## src/dtc_map.svh

```systemverilog
// Register offsets, field positions, reset values and step constants of the timer channel
`ifndef DTC_MAP_SVH
`define DTC_MAP_SVH

// Word offsets on the register bus
`define DTC_OFF_CTRL      4'h0
`define DTC_OFF_MATCH     4'h4
`define DTC_OFF_LATCH     4'h8
`define DTC_OFF_COUNT     4'hc

// Control word lanes: mode [31:16], extended mode [15:8], event flags [7:0]
`define DTC_MODE_LSB      16
`define DTC_EXT_LSB       8

// Mode control fields
`define DTC_PS_MSB        15
`define DTC_PS_LSB        8
`define DTC_CE_MSB        7
`define DTC_CE_LSB        6
`define DTC_OM_BIT        5
`define DTC_MATCH_REQUEST_ENABLE_BIT      4
`define DTC_FRR_BIT       3
`define DTC_CLK_MSB       2
`define DTC_CLK_LSB       1
`define DTC_RST_BIT       0

// Extended mode fields, reserved bits held at zero
`define DTC_DMA_BIT       7
`define DTC_WIDE_BIT      0
`define DTC_EXT_MASK      8'h81

// Event flag fields
`define DTC_REF_BIT       1
`define DTC_CAP_BIT       0

// Reset values
`define DTC_MODE_RST      16'h0000
`define DTC_EXT_RST       8'h00
`define DTC_WORD_RST      32'h0000_0000
`define DTC_PRE_RST       8'h00
`define DTC_DIV_RST       4'h0
`define DTC_PIN_IDLE      1'b1

// Counter steps and system clock divider
`define DTC_STEP_NARROW   32'h0000_0001
`define DTC_STEP_WIDE     32'h0001_0001
`define DTC_DIV16_LAST    4'hf

`endif

```

## src/dtc_pkg.sv

```systemverilog
// Field encodings of the timer channel
`default_nettype none

package dtc_pkg;

  // Count source select
  typedef enum logic [1:0] {
    DTC_SRC_STOP  = 2'h0,
    DTC_SRC_SYS   = 2'h1,
    DTC_SRC_DIV16 = 2'h2,
    DTC_SRC_PIN   = 2'h3
  } dtc_clk_src_t;

  // Capture edge select
  typedef enum logic [1:0] {
    DTC_CAP_OFF  = 2'h0,
    DTC_CAP_RISE = 2'h1,
    DTC_CAP_FALL = 2'h2,
    DTC_CAP_ANY  = 2'h3
  } dtc_cap_edge_t;

endpackage : dtc_pkg

`default_nettype wire

```

## src/dtc_pin_sync.sv

```systemverilog
// Three-stage synchroniser and edge detector for the timer input pin
`timescale 1ns/100ps
`default_nettype none

module dtc_pin_sync (
  input  wire logic clk_i,
  input  wire logic rst_i,
  input  wire logic pin_i,
  output logic      level_o,
  output logic      rise_o,
  output logic      fall_o
);

  logic s1;
  logic s2;
  logic s3;
  logic settled;

  // A change counts only once the second and third stages agree
  assign settled = (s2 == s3) && (s3 != level_o);
  assign rise_o  = settled && s3;
  assign fall_o  = settled && !s3;

  // Pin chain; the first stage feeds only the second
  always_ff @(posedge clk_i) begin
    if (rst_i) begin
      s1      <= 1'b0;
      s2      <= 1'b0;
      s3      <= 1'b0;
      level_o <= 1'b0;
    end else begin
      s1 <= pin_i;
      s2 <= s1;
      s3 <= s2;
      if (settled) begin
        level_o <= s3;
      end
    end
  end

endmodule : dtc_pin_sync

`default_nettype wire

```

## src/dtc_timer.sv

```systemverilog
// One 32-bit timer channel with prescaler, capture, compare, output pin and request routing
//
// Implementation choices: the Wishbone slave port and the address map.
`timescale 1ns/100ps
`default_nettype none
`include "dtc_map.svh"

module dtc_timer #(
  parameter int ADR_W = 8
) (
  input  wire logic             clk_i,
  input  wire logic             rst_i,
  input  wire logic             wb_cyc_i,
  input  wire logic             wb_stb_i,
  input  wire logic             wb_we_i,
  input  wire logic [ADR_W-1:0] wb_adr_i,
  input  wire logic [3:0]       wb_sel_i,
  input  wire logic [31:0]      wb_dat_i,
  output logic      [31:0]      wb_dat_o,
  output logic                  wb_ack_o,
  input  wire logic             timer_input_pin_i,
  output logic                  timer_output_pin_o,
  output logic                  interrupt_request_line_o,
  output logic                  dma_req_o,
  input  wire logic             dma_ack_i
);

  // Byte lane merge for partial writes
  function automatic logic [31:0] byte_merge(input logic [31:0] old_v,
                                             input logic [31:0] new_v,
                                             input logic [3:0]  sel);
    logic [31:0] r;
    r = old_v;
    for (int i = 0; i < 4; i++) begin
      if (sel[i]) begin
        r[i*8 +: 8] = new_v[i*8 +: 8];
      end
    end
    return r;
  endfunction : byte_merge

  // Compare, limited to the upper half in wide step mode
  function automatic logic match_eq(input logic [31:0] a,
                                    input logic [31:0] b,
                                    input logic        wide);
    return wide ? (a[31:16] == b[31:16]) : (a == b);
  endfunction : match_eq

  logic [15:0] mode_control_reg;
  logic [7:0]  extended_mode_reg;
  logic        match_flag;
  logic        latch_event_flag;
  logic [31:0] match_value_reg;
  logic [31:0] latched_count_reg;
  logic [31:0] running_count_reg;
  logic [7:0]  pre_cnt;
  logic [3:0]  div_cnt;
  logic        restart_pend;
  logic        pin_level;
  logic        pin_rise;
  logic        pin_fall;

  // Mode field decode
  logic [7:0]              prescale_value;
  dtc_pkg::dtc_cap_edge_t  cap_edge;
  dtc_pkg::dtc_clk_src_t   clk_src;
  logic                    output_mode_select;
  logic                    match_request_enable;
  logic                    free_run_restart_select;
  logic                    run;
  logic                    dma_route_select;
  logic                    wide_step_mode;

  assign prescale_value          = mode_control_reg[`DTC_PS_MSB:`DTC_PS_LSB];
  assign cap_edge                = dtc_pkg::dtc_cap_edge_t'(
                                     mode_control_reg[`DTC_CE_MSB:`DTC_CE_LSB]);
  assign clk_src                 = dtc_pkg::dtc_clk_src_t'(
                                     mode_control_reg[`DTC_CLK_MSB:`DTC_CLK_LSB]);
  assign output_mode_select      = mode_control_reg[`DTC_OM_BIT];
  assign match_request_enable    = mode_control_reg[`DTC_MATCH_REQUEST_ENABLE_BIT];
  assign free_run_restart_select = mode_control_reg[`DTC_FRR_BIT];
  assign run                     = mode_control_reg[`DTC_RST_BIT];
  assign dma_route_select        = extended_mode_reg[`DTC_DMA_BIT];
  assign wide_step_mode          = extended_mode_reg[`DTC_WIDE_BIT];

  // Pin synchroniser; adds two to three cycles of delay
  dtc_pin_sync i_dtc_pin_sync (
    .clk_i   (clk_i),
    .rst_i   (rst_i),
    .pin_i   (timer_input_pin_i),
    .level_o (pin_level),
    .rise_o  (pin_rise),
    .fall_o  (pin_fall)
  );

  // Bus decode; a write commits at the edge where the master sees ack
  logic        bus_req;
  logic        bus_wr;
  logic        in_map;
  logic [3:0]  bus_off;
  logic        wr_ctrl;
  logic        wr_match;
  logic        wr_count;
  logic [31:0] word0;
  logic [31:0] next_word0;
  logic        sw_reset_edge;

  assign bus_req  = wb_cyc_i && wb_stb_i;
  assign bus_wr   = bus_req && wb_we_i && wb_ack_o;
  assign in_map   = (wb_adr_i[ADR_W-1:4] == '0);
  assign bus_off  = {wb_adr_i[3:2], 2'h0};
  assign wr_ctrl  = bus_wr && in_map && (bus_off == `DTC_OFF_CTRL);
  assign wr_match = bus_wr && in_map && (bus_off == `DTC_OFF_MATCH);
  assign wr_count = bus_wr && in_map && (bus_off == `DTC_OFF_COUNT);
  assign word0    = {mode_control_reg, extended_mode_reg & `DTC_EXT_MASK,
                     6'h00, match_flag, latch_event_flag};
  assign next_word0 = byte_merge(word0, wb_dat_i, wb_sel_i);
  // Falling reset bit written while the timer ran
  assign sw_reset_edge = wr_ctrl && run
                         && !next_word0[`DTC_MODE_LSB + `DTC_RST_BIT];

  // Count source select, gated by the enable
  logic src_tick;
  logic count_tick;
  logic [31:0] cnt_inc;
  logic match_hit;
  logic cap_hit;

  always_comb begin
    unique case (clk_src)
      dtc_pkg::DTC_SRC_STOP:  src_tick = 1'b0;
      dtc_pkg::DTC_SRC_SYS:   src_tick = 1'b1;
      dtc_pkg::DTC_SRC_DIV16: src_tick = (div_cnt == `DTC_DIV16_LAST);
      dtc_pkg::DTC_SRC_PIN:   src_tick = pin_fall;
    endcase
    src_tick = src_tick && run;
  end

  assign count_tick = src_tick && (pre_cnt == prescale_value);
  assign cnt_inc    = running_count_reg
                      + (wide_step_mode ? `DTC_STEP_WIDE : `DTC_STEP_NARROW);
  // Flag on the count that makes the counter equal the reference
  assign match_hit  = count_tick && !restart_pend
                      && match_eq(cnt_inc, match_value_reg, wide_step_mode);
  // Pin as count source while capturing is undefined, so no guard here
  assign cap_hit    = run && ((pin_rise && cap_edge[0])
                              || (pin_fall && cap_edge[1]));

  // System clock divider runs free, unrelated to the timer phase
  always_ff @(posedge clk_i) begin
    if (rst_i) begin
      div_cnt <= `DTC_DIV_RST;
    end else begin
      div_cnt <= div_cnt + 4'h1;
    end
  end

  // Prescaler
  always_ff @(posedge clk_i) begin
    if (rst_i || !run || sw_reset_edge) begin
      pre_cnt <= `DTC_PRE_RST;
    end else if (src_tick) begin
      pre_cnt <= count_tick ? `DTC_PRE_RST : pre_cnt + 8'h01;
    end
  end

  // Running counter; reads leave it alone, any write clears it
  always_ff @(posedge clk_i) begin
    if (rst_i || !run || sw_reset_edge || wr_count || restart_pend) begin
      running_count_reg <= `DTC_WORD_RST;
    end else if (count_tick) begin
      running_count_reg <= cnt_inc;
    end
  end

  // Restart clears the counter in the cycle after it reached the reference
  always_ff @(posedge clk_i) begin
    if (rst_i) begin
      restart_pend <= 1'b0;
    end else begin
      restart_pend <= match_hit && free_run_restart_select;
    end
  end

  // Mode, extended mode and reference stay writable under software reset
  always_ff @(posedge clk_i) begin
    if (rst_i) begin
      mode_control_reg  <= `DTC_MODE_RST;
      extended_mode_reg <= `DTC_EXT_RST;
      match_value_reg   <= `DTC_WORD_RST;
    end else if (sw_reset_edge) begin
      mode_control_reg  <= next_word0[31:16];
      extended_mode_reg <= `DTC_EXT_RST;
      match_value_reg   <= `DTC_WORD_RST;
    end else begin
      if (wr_ctrl) begin
        mode_control_reg  <= next_word0[31:16];
        extended_mode_reg <= next_word0[15:8] & `DTC_EXT_MASK;
      end
      if (wr_match) begin
        match_value_reg <= byte_merge(match_value_reg, wb_dat_i, wb_sel_i);
      end
    end
  end

  // Capture latch
  always_ff @(posedge clk_i) begin
    if (rst_i || sw_reset_edge) begin
      latched_count_reg <= `DTC_WORD_RST;
    end else if (cap_hit) begin
      latched_count_reg <= running_count_reg;
    end
  end

  // Event flags: write-one or DMA acknowledge clears, a new event wins
  logic clr_match;
  logic clr_cap;
  logic dma_clear;

  assign dma_clear = dma_ack_i && dma_route_select;
  assign clr_match = dma_clear || (wr_ctrl && wb_sel_i[0]
                                   && wb_dat_i[`DTC_REF_BIT]);
  assign clr_cap   = dma_clear || (wr_ctrl && wb_sel_i[0]
                                   && wb_dat_i[`DTC_CAP_BIT]);

  always_ff @(posedge clk_i) begin
    if (rst_i || sw_reset_edge) begin
      match_flag       <= 1'b0;
      latch_event_flag <= 1'b0;
    end else begin
      match_flag       <= (match_flag && !clr_match) || match_hit;
      latch_event_flag <= (latch_event_flag && !clr_cap) || cap_hit;
    end
  end

  // Output pin; toggle mode keeps its level, pulse mode idles high
  always_ff @(posedge clk_i) begin
    if (rst_i || sw_reset_edge) begin
      timer_output_pin_o <= `DTC_PIN_IDLE;
    end else if (match_hit) begin
      timer_output_pin_o <= output_mode_select ? !timer_output_pin_o
                                               : 1'b0;
    end else if (!output_mode_select) begin
      timer_output_pin_o <= `DTC_PIN_IDLE;
    end
  end

  // Request routing; lines stay up while an enabled flag stays set
  logic match_req;
  logic cap_req;
  logic any_req;

  assign match_req = match_flag && match_request_enable;
  assign cap_req   = latch_event_flag && (cap_edge != dtc_pkg::DTC_CAP_OFF);
  assign any_req   = match_req || cap_req;
  assign dma_req_o = any_req && dma_route_select;
  assign interrupt_request_line_o = any_req && !dma_route_select;

  // Bus answer: one wait state, data registered with ack
  logic [31:0] rd_mux;

  always_comb begin
    rd_mux = 32'h0000_0000;
    if (in_map) begin
      unique case (bus_off)
        `DTC_OFF_CTRL:  rd_mux = word0;
        `DTC_OFF_MATCH: rd_mux = match_value_reg;
        `DTC_OFF_LATCH: rd_mux = latched_count_reg;
        `DTC_OFF_COUNT: rd_mux = running_count_reg;
        default:        rd_mux = 32'h0000_0000;
      endcase
    end
  end

  always_ff @(posedge clk_i) begin
    if (rst_i) begin
      wb_ack_o <= 1'b0;
      wb_dat_o <= `DTC_WORD_RST;
    end else begin
      wb_ack_o <= bus_req && !wb_ack_o;
      if (bus_req && !wb_ack_o) begin
        wb_dat_o <= rd_mux;
      end
    end
  end
endmodule : dtc_timer

`default_nettype wire

```

## config.mk

```make
export PLATFORM = sky130hd
export DESIGN_NAME = dtc_timer
export DESIGN_NICKNAME = d
export VERILOG_FILES = /design/src/dtc_pkg.sv /design/src/dtc_pin_sync.sv /design/src/dtc_timer.sv
export VERILOG_INCLUDE_DIRS = /design/src
export SDC_FILE = /design/constraint.sdc
export NUM_CORES = 1
export LEC_CHECK = 0
export BUFFER_PORTS_ARGS = -buffer_cell sky130_fd_sc_hd__buf_2
export CORE_MARGIN = 2
export CORE_UTILIZATION = 45
export CTS_CLUSTER_DIAMETER = 40
export DETAILED_ROUTE_END_ITERATION = 6
export HOLD_SLACK_MARGIN = 0.02
export PLACE_DENSITY = 0.66
export SETUP_SLACK_MARGIN = 0.05
export SYNTH_ARGS = -nofsm -noshare
export SYNTH_HDL_FRONTEND = slang
export SYNTH_HIERARCHICAL = 1
export SYNTH_SLANG_ARGS = --single-unit
```

## constraint.sdc

```tcl
create_clock -name clk_i -period 3.2 [get_ports clk_i]
set_input_delay 0.96 -clock clk_i [delete_from_list [all_inputs] [get_ports clk_i]]
set_output_delay 0.96 -clock clk_i [all_outputs]
set_load 0.02 [all_outputs]
```

==> metrics, run 1 <==
Cells after Synth=938; first-pass GRT wire length=35,900 um; GRT overflow=0; Final Max Slew Viols=0; Synthesized Nets=993; clock latency at the later pin of the worst-skew pair=0.43 ns; CTS tree=built; EDFF count, synth=0; post-CTS sizing=0; Max-slew headroom=61.3%; status=finished, final reports clean; post-route setup TNS=0 ns; pwr dens=443 nW/um^2; antenna viol nets, final=0; drt pass-1 iters=5; top cell type's share of synthesized area=40.4%; DRT iter0 DRCs=565; post-layout min period=2.89 ns; RSZ-0062 raised after global routing=no; Avg WL per Cell=18.0 um; largest net degree at the start of global routing=48; Critical Path Source Type=flop; Final Non-Filler Cells=1,243; Mapped Area=8270 sq um; clk buf depth=2; All-Layer GR Usage=23.2%; RR Endpoint=restart_pend; clock root buffer=clkbuf_16; cts hold-fix bufs=0; Port Buffers=84; antenna violations before repair=0; DR vias/cell=5.63; crit path launch=running_count_reg[0]; io pins=87; postcts setup bufs=0; dpl hpwl=15,900 um; arrival time at the worst endpoint=3.25 ns; Max-Cap Viols=0; number of global-route vias before repair=6,532; Post-synth ARST share=0%; Tightest Hold Check Type=flop to flop; register area share after synthesis=40.4%; met2 wire length=9820 um; synth top area cells=dfxtp_1 (40%), xnor2_1 (6.0%), nor2_1 (6.0%), mux4_2 (5.4%), nand2_1 (5.4%); core footprint=18,000 sq um; Req. time, crit path=3.56 ns; CTS Sinks=167; leakage=3.70 nW; post-synth cell types=67; worst-case reg-to-reg path depth=9; WP buf/inv=0; die height=140 um; Layout Skew=0.00797 ns; Die W=140 um; hold path startpoint=latched_count_reg[18]; # DRC=0; synth warn=6; Via Count=7,000; clock-pin slew on the worst setup and hold paths=0.07 ns; Synth Area per Inst=8.81 sq um; reg2reg setup slack=0.31 ns; Tcrit/Tclk final=90.4%; Row Count=49; met1 WL=10,700 um; # setup viols final=0; most frequent cells after synthesis=dfxtp_1 (167), nor2_1 (132), nand2_1 (120); cell with the most instances after synthesis=dfxtp_1; cell count along the critical path=9; highest metal used=met4; CP max stage cell=or4_1; CTS H-tree lvls=4; Layout area overhead=15.3%; CP max stage delay=0.60 ns; hold_ws=0.453 ns; die area=19,500 sq um; Hold Crit Depth=2; worst setup path class=flop to flop; count of final hold-check violations=0; critical-path cell list=ha_1 > nand3_1 > o31a_1 > or4_1 > nor4_1 > a41oi_1 > a31oi_1 > nand3_2 > nor3b_2; Critical Path End Type=flop; Worst-Margin Slew=0.579 ns; CP delay by family, top=simple AND/OR/NAND/NOR gates; TritonCTS Buffers=17; layout cells sized above 1=19.4%; Initial Utilization=46.0%; cell taking the most area after synthesis=dfxtp_1; Worst VDD drop=0.347 mV; Fmax=346 MHz; DR WL met3=1510 um; DP Cell Count=1,211; Hold Path Sink=latched_count_reg[18]; Reg-to-Reg Start=running_count_reg[0]; Synth Register Bits=167; diode count=0; Main synth FF type=dfxtp_1; Routability Congestion=0.858; Post-layout nets=1,056; Worst Path Max Fanout=4; DRT Wirelength=22,400 um
==> per-layer routing <==
| layer | vias up | GRT usage, % |
|---|---|---|
| met5 | - | 0 |
| met4 | 0 | 7.32 |
| met3 | 27 | 3.89 |
| met2 | 222 | 34.2 |
| met1 | 3353 | 34.6 |
| li1 | 3398 | - |
==> layout make-up <==
cell class	instances	area, sq um
Fill cell	1653	8440
Multi-Input combinational cell	690	4570
Sequential cell	167	3340
Timing Repair Buffer	120	741
Clock buffer	20	447
Tap cell	229	287
Clock inverter	12	121
Inverter	5	18.8
==> cells by family after synthesis <==
family          count (synthesis)  share of synthesized area, %
simple gates                  386                          22.4
compound gates                144                          11.5
fa+ha+maj                       4                         0.605
xor+xnor                       89                          9.43
flops                         167                          40.4
buf+inv                        81                          4.30
mux                            67                          11.3
==> layout by cell type, fill, tap and decap left out, drive strengths merged, types with 32 or more instances in the layout <==
master  Yosys  final
xnor2      57     57
nor2      132    132
mux2i      34     34
xor2       32     32
nand3      40     40
a21oi      61     61
a22oi      32     32
buf        29    120
dfxtp     167    167
nand2     120    120
==> metrics by stage <==
stage | power, mW | worst slack (ns) | utilization [%] | cell area, sq um
5_1_grt | 4.34 | 0.0732 | 53.0 | 9530
4_1_cts | 4.25 | 0.297 | 53.0 | 9530
2_1_floorplan | 2.20 | 0.0500 | - | 8270
3_3_place_gp | 2.27 | 0.139 | 49.9 | 8960
6_report | 4.22 | 0.307 | 53.0 | 9530
3_5_place_dp | 2.27 | 0.136 | 49.9 | 8960
==> tightest hold or removal path, cell delays in order, from the launching register on <==
cell and delay (ns):
dfxtp_1 0.31, nand2_1 0.05, a21oi_1 0.05
==> how the worst max path moves through the flow <==
stage                           to
2_1_floorplan   match_value_reg[0]
3_3_place_gp   match_value_reg[11]
3_5_place_dp    match_value_reg[9]
4_1_cts               restart_pend
5_1_grt               restart_pend
6_report              restart_pend
==> where the power goes <==
group	leakage, nW	internal (mW)	switching (mW)	total, mW
clock network	0.269	1.10	0.884	1.99
registers	1.35	2.08	0.00342	2.09
logic	2.08	0.0523	0.0886	0.141
(Power assumes the default switching activity.)
==> run 2: changes to the inputs <==
Settings changed: BUFFER_PORTS_ARGS -buffer_cell sky130_fd_sc_hd__buf_2 to not set, CORE_ASPECT_RATIO set to 1.1, DONT_BUFFER_PORTS set to 1, PLACE_DENSITY 0.66 to not set, SLEW_MARGIN set to 10.
==> metrics, run 2 (synthesis results as in run 1) <==
DR vias/cell=5.66 (+0.53%); internal power=3.18 mW (-2.0%); post-layout min period=2.99 ns (+0.100 ns); Routability Congestion=0.891 (+3.9%); die area=19,500 sq um (about the same); commonest non-fill, non-tap cell in the layout=dfxtp_1; drt pass-1 iters=5 (unchanged); DP Cell Count=1,135 (-6.3%); critical-path cell list=ha_1 > nand3_1 > o31a_1 > or4_1 > nor4_1 > a41oi_1 > a31oi_2 > and4_1 > o21ai_1; Tightest Hold Check Type=flop to flop; Worst Path Max Fanout=7 (+3); number of global-route vias before repair=6,565 (+0.51%); CP max stage delay=0.56 ns (-0.04 ns); diode count=0 (unchanged); CTS tree=built; Via Count=6,607 (-5.6%); clk buf depth=2 (unchanged); reg2reg setup slack=0.21 ns (-0.10 ns); clock root buffer=clkbuf_16; CTS Sinks=167 (unchanged); post-route cell area=9140 sq um (-4.1%); Avg WL per Cell=19.0 um (+5.4%); core footprint=17,900 sq um (-0.54%); pwr dens=458 nW/um^2 (+3.6%); Critical Path End Type=flop; DRT iter0 DRCs=421 (-25%); Final Non-Filler Cells=1,167 (-6.1%); Seq pwr share=49.8% (+0.3 points); # setup viols final=0 (unchanged); io pins=87 (unchanged); Max-Cap Viols=0 (unchanged); clock-pin slew on the worst setup and hold paths=0.07 ns (about the same); All-Layer GR Usage=23.2% (+0.053 points); arrival time at the worst endpoint=3.30 ns (+0.05 ns); antenna violations before repair=0 (unchanged); Tcrit/Tclk final=93.6% (+3.1 points); antenna viol nets, final=0 (unchanged); power share of the combinational group=1.5% (-1.8 points); Layout fillers=1,719 (+4.0%); layout cells sized above 1=12.4% (-7.0 points); Worst VDD drop=0.354 mV (+2.2%); Post-layout nets=971 (-8.0%); worst setup path class=flop to flop; RSZ-0062 raised after global routing=no; Die W=133 um (-4.5%); worst setup path endpoint=timer_output_pin_o; CTS H-tree lvls=4 (unchanged); largest net degree at the start of global routing=61 (+27%); crit path launch=running_count_reg[1]; Port Buffers=0 (-100%); post-route setup TNS=0 ns (unchanged); # DRC=0 (unchanged); clock share of power=48.7% (+1.5 points); count of final hold-check violations=0 (unchanged); dpl hpwl=15,500 um (-2.2%); clock latency at the later pin of the worst-skew pair=0.43 ns (about the same); Switch Pwr=1.01 mW (+3.6%); Layout Skew=0.0136 ns (+0.00568 ns); Row Count=51 (+4.1%); Worst-Margin Slew=0.696 ns (+0.117 ns); die height=146 um (+4.7%); Final Max Slew Viols=0 (unchanged); Critical Path Source Type=flop; cts hold-fix bufs=0 (unchanged); leakage=3.32 nW (-10%); GRT overflow=0 (unchanged); status=finished, final reports clean; CP max stage cell=or4_1; Req. time, crit path=3.50 ns (-0.06 ns); Reg-to-Reg Start=running_count_reg[1]; most frequent cells in the layout=dfxtp_1 (167), nor2_1 (131), nand2_1 (120); Layout area overhead=10.5%; first-pass GRT wire length=35,700 um (-0.73%); Max-slew headroom=53.2% (-8.1 points); placed instance area=8540 sq um (-4.7%); Switching Fraction=24.2% (+1.0 points); Initial Utilization=46.3% (+0.25 points); TritonCTS Buffers=17 (unchanged); RR Endpoint=timer_output_pin_o; Fmax=334 MHz (-3.4%); worst-case reg-to-reg path depth=9 (unchanged); DRT Wirelength=22,100 um (-1.0%)
[run 2: how the worst min path moves through the flow]
stage                     slack, ns                     to                  start  depth (start not counted)
after floorplan                0.41      i_dtc_pin_sync/s2      i_dtc_pin_sync/s1                          1
after global placement         0.42      i_dtc_pin_sync/s2      i_dtc_pin_sync/s1                          1
after detailed placement       0.43      i_dtc_pin_sync/s2      i_dtc_pin_sync/s1                          1
after CTS                      0.45      i_dtc_pin_sync/s2      i_dtc_pin_sync/s1                          1
after global routing           0.46  latched_count_reg[18]  latched_count_reg[18]                          2
final                          0.44      i_dtc_pin_sync/s2      i_dtc_pin_sync/s1                          1
[run 2: what timing repair did]
item                                    4_1_cts  5_1_grt
endpoints found under the setup margin        0        3
resized for setup                             0        1
buffers inserted                              0        0
[run 2: final cells by class]
cell class / count / area (sq um) / share of cell area (%)
clock inverters: 14 / 150 / 1.64
flip-flops and latches: 167 / 3340 / 36.6
multi-input cells: 690 / 4580 / 50.1
inverters: 5 / 18.8 / 0.205
repair buffers: 35 / 313 / 3.42
clock buffers: 18 / 439 / 4.81
well taps: 238 / 298 / 3.26
[run 2: power groups by stage]
stage | Combinational, mW | Clock (mW) | Sequential [mW]
after detailed placement | 0.0620 | 0 | 2.13
after global routing | 0.0663 | 2.16 | 2.09
after floorplan | 0.0710 | 0 | 2.13
final | 0.0610 | 2.04 | 2.09
after global placement | 0.0616 | 0 | 2.13
after CTS | 0.0622 | 2.08 | 2.09
[run 2: stage by stage]
stage	total power, mW	setup slack [ns]	utilization (%)	hold slack [ns]
2_1_floorplan	2.20	0.0500	-	0.414
3_3_place_gp	2.20	0.216	47.8	0.418
3_5_place_dp	2.20	0.164	47.8	0.431
4_1_cts	4.22	0.137	51.1	0.447
5_1_grt	4.31	0.0793	51.1	0.464
6_report	4.19	0.206	51.1	0.444
[run 2: per-layer routing]
| layer | vias to the layer above | routed length, um | part of all wire, % | track usage, % |
|---|---|---|---|---|
| li1 | 3241 | - | - | - |
| met4 | 0 | 480 | 2.2 | 8.03 |
| met1 | 3180 | 9380 | 42 | 28.3 |
| met2 | 160 | 11000 | 50 | 40.4 |
| met3 | 26 | 1310 | 5.9 | 5.24 |
| met5 | - | 0 | 0 | 0 |
[run 2: critical path, delay by kind of cell (launching register included)]
kind                     cells  cell delay [ns]
flip-flops                   1             0.44
AND/OR/NAND/NOR              4             1.25
adder cells (fa/ha/maj)      1             0.30
AO/OA/AOI/OAI                4             0.86
